$ cat src/hw/rwc_pkg.sv
/*
  Constants, register map and state encoding for the reset and watchdog control block.
  Assumes a 32-bit AHB-Lite register bus and a bus clock of 25 MHz.
*/
package rwc_pkg;

  // Bus geometry
  localparam int RWC_HADDR_W = 32;
  localparam int RWC_DATA_W = 32;
  localparam int RWC_OFF_W = 8;

  // Register byte offsets
  localparam logic [7:0] RWC_OFF_CAUSE = 8'h00;
  localparam logic [7:0] RWC_OFF_OPTS = 8'h04;
  localparam logic [7:0] RWC_OFF_OPTS2 = 8'h08;
  localparam logic [7:0] RWC_OFF_WDCNT = 8'h0c;

  // Reset cause bit positions in reset_cause_reg
  localparam int RWC_CB_LVD = 1;
  localparam int RWC_CB_LOSS_CLK = 2;
  localparam int RWC_CB_LOSS_LOCK = 3;
  localparam int RWC_CB_ILLOP = 4;
  localparam int RWC_CB_WDOG = 5;
  localparam int RWC_CB_PIN = 6;
  localparam int RWC_CB_POR = 7;
  localparam int RWC_CAUSE_W = 8;
  localparam logic [7:0] RWC_CAUSE_POR_VAL = 8'h80;
  localparam logic [7:0] RWC_CAUSE_NONE = 8'h00;

  // Option bit positions
  localparam int RWC_OB_WD_EN = 7;
  localparam int RWC_OB_WD_TOUT = 6;
  localparam int RWC_OB_WD_CLKSEL = 7;
  localparam int RWC_OB_LOCKED = 0;

  // Defaults after any reset: enabled, bus clock, long timeout
  localparam logic RWC_WD_EN_RST = 1'b1;
  localparam logic RWC_WD_CLKSEL_RST = 1'b1;
  localparam logic RWC_WD_TOUT_RST = 1'b1;

  // Watchdog terminal counts (overflow count minus one)
  localparam int RWC_WDOG_W = 18;
  localparam logic [17:0] RWC_TC_SLOW_SHORT = 18'h0_001f;
  localparam logic [17:0] RWC_TC_SLOW_LONG = 18'h0_00ff;
  localparam logic [17:0] RWC_TC_BUS_SHORT = 18'h0_1fff;
  localparam logic [17:0] RWC_TC_BUS_LONG = 18'h3_ffff;

  // Reset pin timing, in bus cycles
  localparam int RWC_PIN_DRIVE_CYC = 34;
  localparam int RWC_PIN_WAIT_CYC = 38;
  localparam int RWC_SEQ_W = 6;

  // Processor initial state
  localparam logic [15:0] RWC_VEC_HI_ADDR = 16'hfffe;
  localparam logic [15:0] RWC_VEC_LO_ADDR = 16'hffff;
  localparam logic [15:0] RWC_SP_INIT = 16'h00ff;

  // Synchroniser lanes
  localparam int RWC_NSYNC = 10;
  localparam int RWC_SY_POR = 0;
  localparam int RWC_SY_LVD = 1;
  localparam int RWC_SY_ILLOP = 2;
  localparam int RWC_SY_DBG = 3;
  localparam int RWC_SY_LOCK = 4;
  localparam int RWC_SY_CLK = 5;
  localparam int RWC_SY_PIN = 6;
  localparam int RWC_SY_BDM = 7;
  localparam int RWC_SY_STOP = 8;
  localparam int RWC_SY_TICK = 9;

  // Reset sequencer states
  typedef enum logic [4:0] {
    RWC_ST_RUN = 5'b00001,
    RWC_ST_DRIVE = 5'b00010,
    RWC_ST_WAIT = 5'b00100,
    RWC_ST_VEC_HI = 5'b01000,
    RWC_ST_VEC_LO = 5'b10000
  } rwc_state_type;

endpackage : rwc_pkg

$ cat src/hw/rwc_top.sv
/*
  Reset source gathering, reset pin sequencing, processor initial state and watchdog,
  with an AHB-Lite register slave.
  Assumes one bus clock hclk, the single slave on the bus, and that asynchronous
  sources and the 1 kHz tick arrive unsynchronised. Vector memory returns data one
  cycle after vec_rd.
*/
`timescale 1ns/10ps

module rwc_top #(
  parameter int PIN_DRIVE_CYC = rwc_pkg::RWC_PIN_DRIVE_CYC,
  parameter int PIN_WAIT_CYC = rwc_pkg::RWC_PIN_WAIT_CYC
) (
  input wire logic hclk,
  input wire logic hresetn,
  input wire logic hsel,
  input wire logic [rwc_pkg::RWC_HADDR_W-1:0] haddr,
  input wire logic [1:0] htrans,
  input wire logic hwrite,
  input wire logic [2:0] hsize,
  input wire logic [rwc_pkg::RWC_DATA_W-1:0] hwdata,
  input wire logic hready,
  output logic hreadyout,
  output logic hresp,
  output logic [rwc_pkg::RWC_DATA_W-1:0] hrdata,
  input wire logic src_por,
  input wire logic src_lvd,
  input wire logic src_illop,
  input wire logic src_dbg_force,
  input wire logic src_loss_lock,
  input wire logic src_loss_clock,
  input wire logic rst_pin_in,
  output logic rst_pin_out,
  output logic rst_pin_oe,
  input wire logic bdm_active,
  input wire logic stop_mode,
  input wire logic tick_1khz,
  output logic sys_reset,
  output logic clkgen_self_clock,
  output logic [15:0] vec_addr,
  output logic vec_rd,
  input wire logic [7:0] vec_data,
  output logic [15:0] pc_value,
  output logic pc_load,
  output logic [15:0] sp_value,
  output logic irq_mask_set,
  output logic periph_disable,
  output logic io_force_input,
  output logic io_pullup_off
);
  import rwc_pkg::*;

  // Sequence counters are six bits wide
  if (PIN_DRIVE_CYC < 1 || PIN_DRIVE_CYC > 63 || PIN_WAIT_CYC < 1 || PIN_WAIT_CYC > 63) begin : g_chk
    $error("rwc_top: pin timing must be 1..63 cycles");
  end

  localparam logic [RWC_SEQ_W-1:0] DRIVE_LAST = RWC_SEQ_W'(PIN_DRIVE_CYC - 1);
  localparam logic [RWC_SEQ_W-1:0] WAIT_LAST = RWC_SEQ_W'(PIN_WAIT_CYC - 1);

  logic [RWC_NSYNC-1:0] sync1_ff;
  logic [RWC_NSYNC-1:0] sync2_ff;
  logic [RWC_NSYNC-1:0] raw_in;
  logic tick_prev_ff;
  logic stop_prev_ff;
  rwc_state_type state_ff;
  rwc_state_type nxt_state;
  logic [RWC_SEQ_W-1:0] seq_ff;
  logic [RWC_CAUSE_W-1:0] cause_ff;
  logic [RWC_CAUSE_W-1:0] src_vec;
  logic enter_reset;
  logic wd_en_ff;
  logic wd_tout_ff;
  logic wd_clksel_ff;
  logic opts_lock_ff;
  logic opts2_lock_ff;
  logic [RWC_WDOG_W-1:0] wd_cnt_ff;
  logic [RWC_WDOG_W-1:0] wd_tc;
  logic wd_step;
  logic wd_overflow;
  logic wd_clear;
  logic [7:0] vec_hi_ff;
  logic [15:0] pc_ff;
  logic pc_load_ff;
  logic dph_ff;
  logic dph_write_ff;
  logic [RWC_OFF_W-1:0] dph_off_ff;
  logic dph_hit_ff;
  logic [RWC_DATA_W-1:0] rdata_ff;
  logic [RWC_DATA_W-1:0] nxt_rdata;
  logic addr_take;
  logic addr_hit;
  logic wr_cause;
  logic wr_opts;
  logic wr_opts2;
  logic in_reset;

  // Every asynchronous input passes two flops before any logic reads it
  assign raw_in[RWC_SY_POR] = src_por;
  assign raw_in[RWC_SY_LVD] = src_lvd;
  assign raw_in[RWC_SY_ILLOP] = src_illop;
  assign raw_in[RWC_SY_DBG] = src_dbg_force;
  assign raw_in[RWC_SY_LOCK] = src_loss_lock;
  assign raw_in[RWC_SY_CLK] = src_loss_clock;
  assign raw_in[RWC_SY_PIN] = rst_pin_in;
  assign raw_in[RWC_SY_BDM] = bdm_active;
  assign raw_in[RWC_SY_STOP] = stop_mode;
  assign raw_in[RWC_SY_TICK] = tick_1khz;

  // Per-lane two-flop synchroniser; pin lane idles high like its pull-up
  for (genvar i = 0; i < RWC_NSYNC; i++) begin : g_sync
    localparam logic RST_V = (i == RWC_SY_PIN) ? 1'b1 : 1'b0;
    always_ff @(posedge hclk or negedge hresetn) begin
      if (!hresetn) begin
        sync1_ff[i] <= RST_V;
        sync2_ff[i] <= RST_V;
      end else begin
        sync1_ff[i] <= raw_in[i];
        sync2_ff[i] <= sync1_ff[i];
      end
    end
  end

  // Edge history for the tick and stop entry, taken from the second stage
  always_ff @(posedge hclk or negedge hresetn) begin
    if (!hresetn) begin
      tick_prev_ff <= 1'b0;
      stop_prev_ff <= 1'b0;
    end else begin
      tick_prev_ff <= sync2_ff[RWC_SY_TICK];
      stop_prev_ff <= sync2_ff[RWC_SY_STOP];
    end
  end

  // Source vector in cause-register layout; the pin is known only at the sample
  always_comb begin
    src_vec = RWC_CAUSE_NONE;
    src_vec[RWC_CB_POR] = sync2_ff[RWC_SY_POR];
    src_vec[RWC_CB_LVD] = sync2_ff[RWC_SY_LVD];
    src_vec[RWC_CB_ILLOP] = sync2_ff[RWC_SY_ILLOP];
    src_vec[RWC_CB_LOSS_LOCK] = sync2_ff[RWC_SY_LOCK];
    src_vec[RWC_CB_LOSS_CLK] = sync2_ff[RWC_SY_CLK];
    src_vec[RWC_CB_WDOG] = wd_overflow;
  end

  // The pin counts as a source only outside the sequence, since we drive it then
  assign enter_reset = (|src_vec) || sync2_ff[RWC_SY_DBG] ||
                       (state_ff == RWC_ST_RUN && !sync2_ff[RWC_SY_PIN]);
  assign in_reset = (state_ff != RWC_ST_RUN);

  // Reset sequencer: drive pin, wait, sample, fetch vector
  always_comb begin
    nxt_state = state_ff;
    unique case (state_ff)
      RWC_ST_RUN: nxt_state = RWC_ST_RUN;
      RWC_ST_DRIVE: if (seq_ff == DRIVE_LAST) nxt_state = RWC_ST_WAIT;
      RWC_ST_WAIT: if (seq_ff == WAIT_LAST) nxt_state = RWC_ST_VEC_HI;
      RWC_ST_VEC_HI: nxt_state = RWC_ST_VEC_LO;
      RWC_ST_VEC_LO: nxt_state = RWC_ST_RUN;
    endcase
    if (enter_reset) begin
      nxt_state = RWC_ST_DRIVE;
    end
  end

  // State and phase counter; a new source restarts the whole sequence
  always_ff @(posedge hclk or negedge hresetn) begin
    if (!hresetn) begin
      state_ff <= RWC_ST_DRIVE;
      seq_ff <= '0;
    end else begin
      state_ff <= nxt_state;
      if (nxt_state != state_ff || enter_reset) begin
        seq_ff <= '0;
      end else begin
        seq_ff <= seq_ff + 1'b1;
      end
    end
  end

  // Cause register holds only the most recent reset's sources
  always_ff @(posedge hclk or negedge hresetn) begin
    if (!hresetn) begin
      cause_ff <= RWC_CAUSE_POR_VAL;
    end else if (enter_reset) begin
      cause_ff <= src_vec;
    end else if (state_ff == RWC_ST_WAIT && seq_ff == WAIT_LAST && !sync2_ff[RWC_SY_PIN]) begin
      cause_ff[RWC_CB_PIN] <= 1'b1;
    end
  end

  // Vector fetch: high byte arrives in VEC_LO, low byte in the first RUN cycle
  always_ff @(posedge hclk or negedge hresetn) begin
    if (!hresetn) begin
      vec_hi_ff <= 8'h00;
      pc_ff <= 16'h0000;
      pc_load_ff <= 1'b0;
    end else begin
      pc_load_ff <= 1'b0;
      if (state_ff == RWC_ST_VEC_LO) begin
        vec_hi_ff <= vec_data;
      end
      if (state_ff == RWC_ST_VEC_LO && nxt_state == RWC_ST_RUN) begin
        pc_load_ff <= 1'b1;
      end
      if (pc_load_ff) begin
        pc_ff <= {vec_hi_ff, vec_data};
      end
    end
  end

  // Reset pin is open-drain: low while driving, released otherwise
  assign rst_pin_out = 1'b0;
  assign rst_pin_oe = (state_ff == RWC_ST_DRIVE);

  // System-wide reset effects last for the whole sequence
  assign sys_reset = in_reset;
  assign clkgen_self_clock = in_reset;
  assign sp_value = RWC_SP_INIT;
  assign irq_mask_set = in_reset;
  assign periph_disable = in_reset;
  assign io_force_input = in_reset;
  assign io_pullup_off = in_reset;
  assign vec_rd = (state_ff == RWC_ST_VEC_HI) || (state_ff == RWC_ST_VEC_LO);
  assign vec_addr = (state_ff == RWC_ST_VEC_LO) ? RWC_VEC_LO_ADDR : RWC_VEC_HI_ADDR;
  assign pc_value = pc_ff;
  assign pc_load = pc_load_ff;

  // AHB-Lite address phase: always ready, always OKAY
  assign hreadyout = 1'b1;
  assign hresp = 1'b0;
  assign addr_take = hsel && htrans[1] && hready;
  assign addr_hit = (haddr[RWC_HADDR_W-1:RWC_OFF_W] == '0) &&
                    (haddr[RWC_OFF_W-1:0] == RWC_OFF_CAUSE ||
                     haddr[RWC_OFF_W-1:0] == RWC_OFF_OPTS ||
                     haddr[RWC_OFF_W-1:0] == RWC_OFF_OPTS2 ||
                     haddr[RWC_OFF_W-1:0] == RWC_OFF_WDCNT);

  // Data-phase bookkeeping for writes
  always_ff @(posedge hclk or negedge hresetn) begin
    if (!hresetn) begin
      dph_ff <= 1'b0;
      dph_write_ff <= 1'b0;
      dph_off_ff <= '0;
      dph_hit_ff <= 1'b0;
    end else if (hready) begin
      dph_ff <= addr_take;
      dph_write_ff <= addr_take && hwrite;
      dph_off_ff <= haddr[RWC_OFF_W-1:0];
      dph_hit_ff <= addr_hit;
    end
  end

  assign wr_cause = dph_write_ff && dph_hit_ff && dph_off_ff == RWC_OFF_CAUSE;
  assign wr_opts = dph_write_ff && dph_hit_ff && dph_off_ff == RWC_OFF_OPTS;
  assign wr_opts2 = dph_write_ff && dph_hit_ff && dph_off_ff == RWC_OFF_OPTS2;

  // Read data is sampled in the address phase so hrdata comes from a flop
  always_comb begin
    nxt_rdata = '0;
    unique case (haddr[RWC_OFF_W-1:0])
      RWC_OFF_CAUSE: nxt_rdata[RWC_CAUSE_W-1:0] = cause_ff;
      RWC_OFF_OPTS: begin
        nxt_rdata[RWC_OB_WD_EN] = wd_en_ff;
        nxt_rdata[RWC_OB_WD_TOUT] = wd_tout_ff;
        nxt_rdata[RWC_OB_LOCKED] = opts_lock_ff;
      end
      RWC_OFF_OPTS2: begin
        nxt_rdata[RWC_OB_WD_CLKSEL] = wd_clksel_ff;
        nxt_rdata[RWC_OB_LOCKED] = opts2_lock_ff;
      end
      RWC_OFF_WDCNT: nxt_rdata[RWC_WDOG_W-1:0] = wd_cnt_ff;
      default: nxt_rdata = '0;
    endcase
    if (!(addr_take && !hwrite && addr_hit)) begin
      nxt_rdata = '0;
    end
  end

  always_ff @(posedge hclk or negedge hresetn) begin
    if (!hresetn) begin
      rdata_ff <= '0;
    end else if (hready) begin
      rdata_ff <= nxt_rdata;
    end
  end
  assign hrdata = rdata_ff;

  // Option registers: defaults restored and unlocked by every reset entry
  always_ff @(posedge hclk or negedge hresetn) begin
    if (!hresetn) begin
      wd_en_ff <= RWC_WD_EN_RST;
      wd_tout_ff <= RWC_WD_TOUT_RST;
      opts_lock_ff <= 1'b0;
    end else if (in_reset) begin
      wd_en_ff <= RWC_WD_EN_RST;
      wd_tout_ff <= RWC_WD_TOUT_RST;
      opts_lock_ff <= 1'b0;
    end else if (wr_opts && !opts_lock_ff) begin
      wd_en_ff <= hwdata[RWC_OB_WD_EN];
      wd_tout_ff <= hwdata[RWC_OB_WD_TOUT];
      opts_lock_ff <= 1'b1;
    end
  end

  always_ff @(posedge hclk or negedge hresetn) begin
    if (!hresetn) begin
      wd_clksel_ff <= RWC_WD_CLKSEL_RST;
      opts2_lock_ff <= 1'b0;
    end else if (in_reset) begin
      wd_clksel_ff <= RWC_WD_CLKSEL_RST;
      opts2_lock_ff <= 1'b0;
    end else if (wr_opts2 && !opts2_lock_ff) begin
      wd_clksel_ff <= hwdata[RWC_OB_WD_CLKSEL];
      opts2_lock_ff <= 1'b1;
    end
  end

  // Terminal count from clock and timeout selection
  always_comb begin
    unique case ({wd_clksel_ff, wd_tout_ff})
      2'b00: wd_tc = RWC_TC_SLOW_SHORT;
      2'b01: wd_tc = RWC_TC_SLOW_LONG;
      2'b10: wd_tc = RWC_TC_BUS_SHORT;
      2'b11: wd_tc = RWC_TC_BUS_LONG;
    endcase
  end

  // Count steps; debug and stop both halt it, and stop entry also clears it on the slow clock
  assign wd_step = wd_en_ff && !in_reset && !sync2_ff[RWC_SY_BDM] &&
                   !sync2_ff[RWC_SY_STOP] &&
                   (wd_clksel_ff || (sync2_ff[RWC_SY_TICK] && !tick_prev_ff));
  assign wd_overflow = wd_step && (wd_cnt_ff >= wd_tc);

  // Clear requests beat a step in the same cycle, but not the overflowing step, whose overflow still resets
  assign wd_clear = in_reset ||
                    wr_cause ||
                    (wr_opts && !opts_lock_ff) || (wr_opts2 && !opts2_lock_ff) ||
                    (!wd_clksel_ff && sync2_ff[RWC_SY_STOP] && !stop_prev_ff);

  always_ff @(posedge hclk or negedge hresetn) begin
    if (!hresetn) begin
      wd_cnt_ff <= '0;
    end else if (wd_clear || wd_overflow) begin
      wd_cnt_ff <= '0;
    end else if (wd_step) begin
      wd_cnt_ff <= wd_cnt_ff + 1'b1;
    end
  end

endmodule : rwc_top

$ cat config.mk
export PLATFORM = sky130hd
export DESIGN_NAME = rwc_top
export DESIGN_NICKNAME = d
export VERILOG_FILES = /design/src/hw/rwc_pkg.sv /design/src/hw/rwc_top.sv
export SDC_FILE = /design/constraint.sdc
export NUM_CORES = 1
export LEC_CHECK = 0
export BUFFER_PORTS_ARGS = -buffer_cell sky130_fd_sc_hd__buf_2
export CAP_MARGIN = 20
export CELL_PAD_IN_SITES_DETAIL_PLACEMENT = 1
export CELL_PAD_IN_SITES_GLOBAL_PLACEMENT = 2
export CORE_MARGIN = 2
export CORE_UTILIZATION = 27
export DETAILED_ROUTE_END_ITERATION = 10
export PLACE_DENSITY_LB_ADDON = 0.1
export SLEW_MARGIN = 25
export SYNTH_ARGS = -nofsm -noshare
export SYNTH_HDL_FRONTEND = slang
export SYNTH_SLANG_ARGS = --single-unit
$ cat constraint.sdc
create_clock -name hclk -period 3.8 [get_ports hclk]
set_input_delay 0.76 -clock hclk [delete_from_list [all_inputs] [get_ports hclk]]
set_output_delay 0.76 -clock hclk [all_outputs]
set_load 0.01 [all_outputs]
==> results by group <==
Outcome
  – Status: completed

Global routing
  – Global-route wire length before repair: 23,000 um
  – Initial antenna violation count: 1
  – Pin count of the biggest net entering global routing: 61
  – GRT Total Usage: 13.5%
  – Vias in the first global route: 4,255
  – Total gr overflow: 0

Yosys
  – YS warnings: 0
  – Post-synthesis adder-cell area fraction: 2.86%
  – Post-synthesis mux area share: 6.23%
  – Synth Instances: 513
  – Register area share after synthesis: 51.2%
  – Synthesized cell area: 5690 sq um
  – Ys flop type: dfrtp_1
  – Yosys reg bits: 116
  – Mean Syn Cell Area: 11.1 sq um
  – Complex-gate fraction of the synthesized area: 12.2%
  – Synth area leaders: dfrtp_1, buf_4, mux2_2, dfstp_2, nand2_1
  – Post-Synth Simple-Gate Area: 15.6%
  – Synth cell types: 64
  – XOR/XNOR Fraction of Synth Area: 1.54%
  – Number of synthesized flops with an enable pin: 0
  – Post-synth ARST share: 100%
  – Synth top area share: 48.0%
  – Leading area contributor after synthesis: dfrtp_1
  – Largest family of logic cells by synthesized area: simple AND/OR/NAND/NOR gates

Finish
  – Antenna cells: 0
  – Area delta synth->final: 19.7%
  – Most frequent cells in the layout: dfrtp_1, buf_2, nand2_1, conb_1, mux2_2
  – Final Cell Area: 6810 sq um
  – Share of layout cells above drive strength 1: 30.8%
  – Filler instances: 2,397
  – Layout Nets: 713
  – Most common cell after layout, fill and taps aside: dfrtp_1
  – Core Util, Final: 32.7%

Worst setup path
  – Worst reg2reg endpoint: cause_ff[3]
  – R2R Setup Slk: 0.89 ns
  – Critical Path AT: 3.18 ns
  – Crit start category: register
  – Worst-path fanout max: 15
  – R2R depth: 7
  – CP Capture Type: register
  – R2R Path Start: wd_clksel_ff
  – Worst EP required: 4.07 ns
  – Kind of critical path: register to register

Power and ir drop
  – Pwr per Cell Area: 435 nW/um^2
  – Static Leak: 3.11 nW
  – Worst-case vdd ir drop: 0.251 mV

Floorplan
  – Core Area: 20,800 sq um
  – Die ar.: 22,200 sq um
  – Num ports: 184
  – Row Count: 53
  – Initial Util: 27.3%
  – Die Span X: 149 um
  – Die extent in y: 149 um

STA
  – Hold Vio Cnt, Final: 0
  – Min cycle time layout: 2.91 ns
  – Hold slack: 0.345 ns
  – Final setup viols: 0
  – Tcrit/Tclk final: 76.7%
  – Worst-Margin Slew: 0.842 ns
  – F_max: 343 MHz
  – Layout Skew: 0.0102 ns
  – RSZ-0062 raised after global routing: no
  – Pins Over Slew Limit: 0
  – Setup TNS: 0 ns
  – Headroom to the max-slew limit: 43.9%

Clock network
  – Worst-Skew Late Latency: 0.42 ns
  – Total setup buffers inserted after CTS: 0
  – Root Buffer: clkbuf_16
  – Clock Sink Count: 116
  – CTS tree: yes
  – CTS H-tree depth: 4
  – Clk slew on worst S/H paths: 0.06 ns
  – Hold buffer count at CTS: 0
  – Post_cts resized: 0
  – Max clock buf depth: 2
  – CTS buffer count: 17

Place
  – Hpwl dp: 10,400 um
  – Buffers on Ports: 101
  – GPL Wtd Cong: 0.708
  – Placed cell area: 6220 sq um

Min path
  – HP Start: sync1_ff[5]
  – Hold Crit Class: register to register
  – Hold endpoint: src_vec[2]
  – Hold Path Stages: 0

Detailed routing
  – Number of DRC markers in iteration 0: 116
  – Vias: 4,073
  – Initial DRT Pass Iterations: 4
  – Final antenna-violating net count: 0
  – Drt wl/cell: 15.9 um
  – # DRC: 0
  – Total wire length: 14,200 um
  – Via density: 4.55

Run
  – Max Cap Viol: 0
==> flip-flops by register name, indices dropped and copies added (netlist names) <==
signal,cells
pc_load,1
cause_ff,7
sync2_ff,5
stop_prev_ff,1
tick_prev_ff,1
dph_write_ff,1
opts_lock_ff,1
vec_hi_ff,8
wd_en_ff,1
wd_cnt_ff,18
opts2_lock_ff,1
sync1_ff,10
hrdata,18
src_vec,5
wd_clksel_ff,1
dph_off_ff,8
dph_hit_ff,1
seq_ff,6
wd_tout_ff,1
state_ff,5
pc_value,16
==> power by group <==
group / switching, mW / internal, mW / leakage (nW) / total (mW)
logic: 0.0771 / 0.0410 / 1.34 / 0.118
registers: 0.0125 / 1.26 / 1.48 / 1.27
clock network: 0.598 / 0.970 / 0.281 / 1.57
==> critical path, stage by stage, from the launching register on <==
cell       delay (ns)
dfstp_2          0.61
inv_1            0.17
ha_1             0.35
nand2_1          0.07
a2111oi_0        0.56
a2111oi_2        0.16
o22ai_2          0.68
o21bai_1         0.16
==> layout make-up <==
class	count	area (sq um)	share of cell area, %
tap	275	344	5.05
clock inverter	14	155	2.28
sequential	116	2910	42.8
multi-input combinational	355	2360	34.7
timing repair buffer	106	558	8.20
clock buffer	18	429	6.30
inverter	12	47.5	0.698
==> logic make-up after synthesis <==
| group | Yosys count |
|---|---|
| AND/OR/NAND/NOR | 164 |
| multiplexers | 31 |
| adder cells (fa/ha/maj) | 13 |
| other | 2 |
| flip-flops | 116 |
| buffers and inverters | 88 |
| XOR/XNOR | 10 |
| AO/OA/AOI/OAI | 89 |
==> Yosys cell counts, drive strengths merged, types with 4 or more instances <==
cell type  number
dfrtp         109
a211oi          5
nor2           25
nand3          14
o211ai          4
clkbuf         13
a21oi          20
and3            4
o21ai           7
a221o           5
nor3           13
xnor2           6
or3             4
xor2            4
mux2i           5
ha             13
nor2b           6
or4            10
dfstp           7
inv            11
a22o           10
nand4           9
o21bai          5
o31ai          10
mux2           25
and2            4
nand2          48
nor4           12
buf            63
==> stage by stage <==
step | setup WS (ns) | total power [mW] | cells
2_1_floorplan | 1.43 | 1.38 | 559
3_5_place_dp | 0.810 | 1.42 | 864
3_3_place_gp | 0.936 | 1.41 | 864
6_report | 0.887 | 2.96 | 896
4_1_cts | 0.811 | 3.02 | 896
5_1_grt | 0.549 | 3.10 | 896
==> routing by layer <==
metal / track usage, % / vias to the layer above / part of all wire, %
li1: - / 1944 / -
met1: 16.3 / 2041 / 43
met2: 23.3 / 72 / 52
met3: 4.46 / 14 / 4.2
met4: 3.67 / 2 / 0.97
met5: 0 / - / 0.091
==> worst max path at each step <==
| stage | endpoint | start | depth (start not counted) | slack (ns) |
|---|---|---|---|---|
| 2_1_floorplan | hrdata[12] | haddr[7] | 6 | 1.43 |
| 3_3_place_gp | cause_ff[1] | wd_clksel_ff | 7 | 0.94 |
| 3_5_place_dp | cause_ff[4] | wd_clksel_ff | 7 | 0.81 |
| 4_1_cts | cause_ff[4] | wd_clksel_ff | 7 | 0.81 |
| 5_1_grt | cause_ff[3] | wd_clksel_ff | 7 | 0.55 |
| 6_report | cause_ff[3] | wd_clksel_ff | 7 | 0.89 |
No activity file was read; power rests on OpenSTA's default activity.
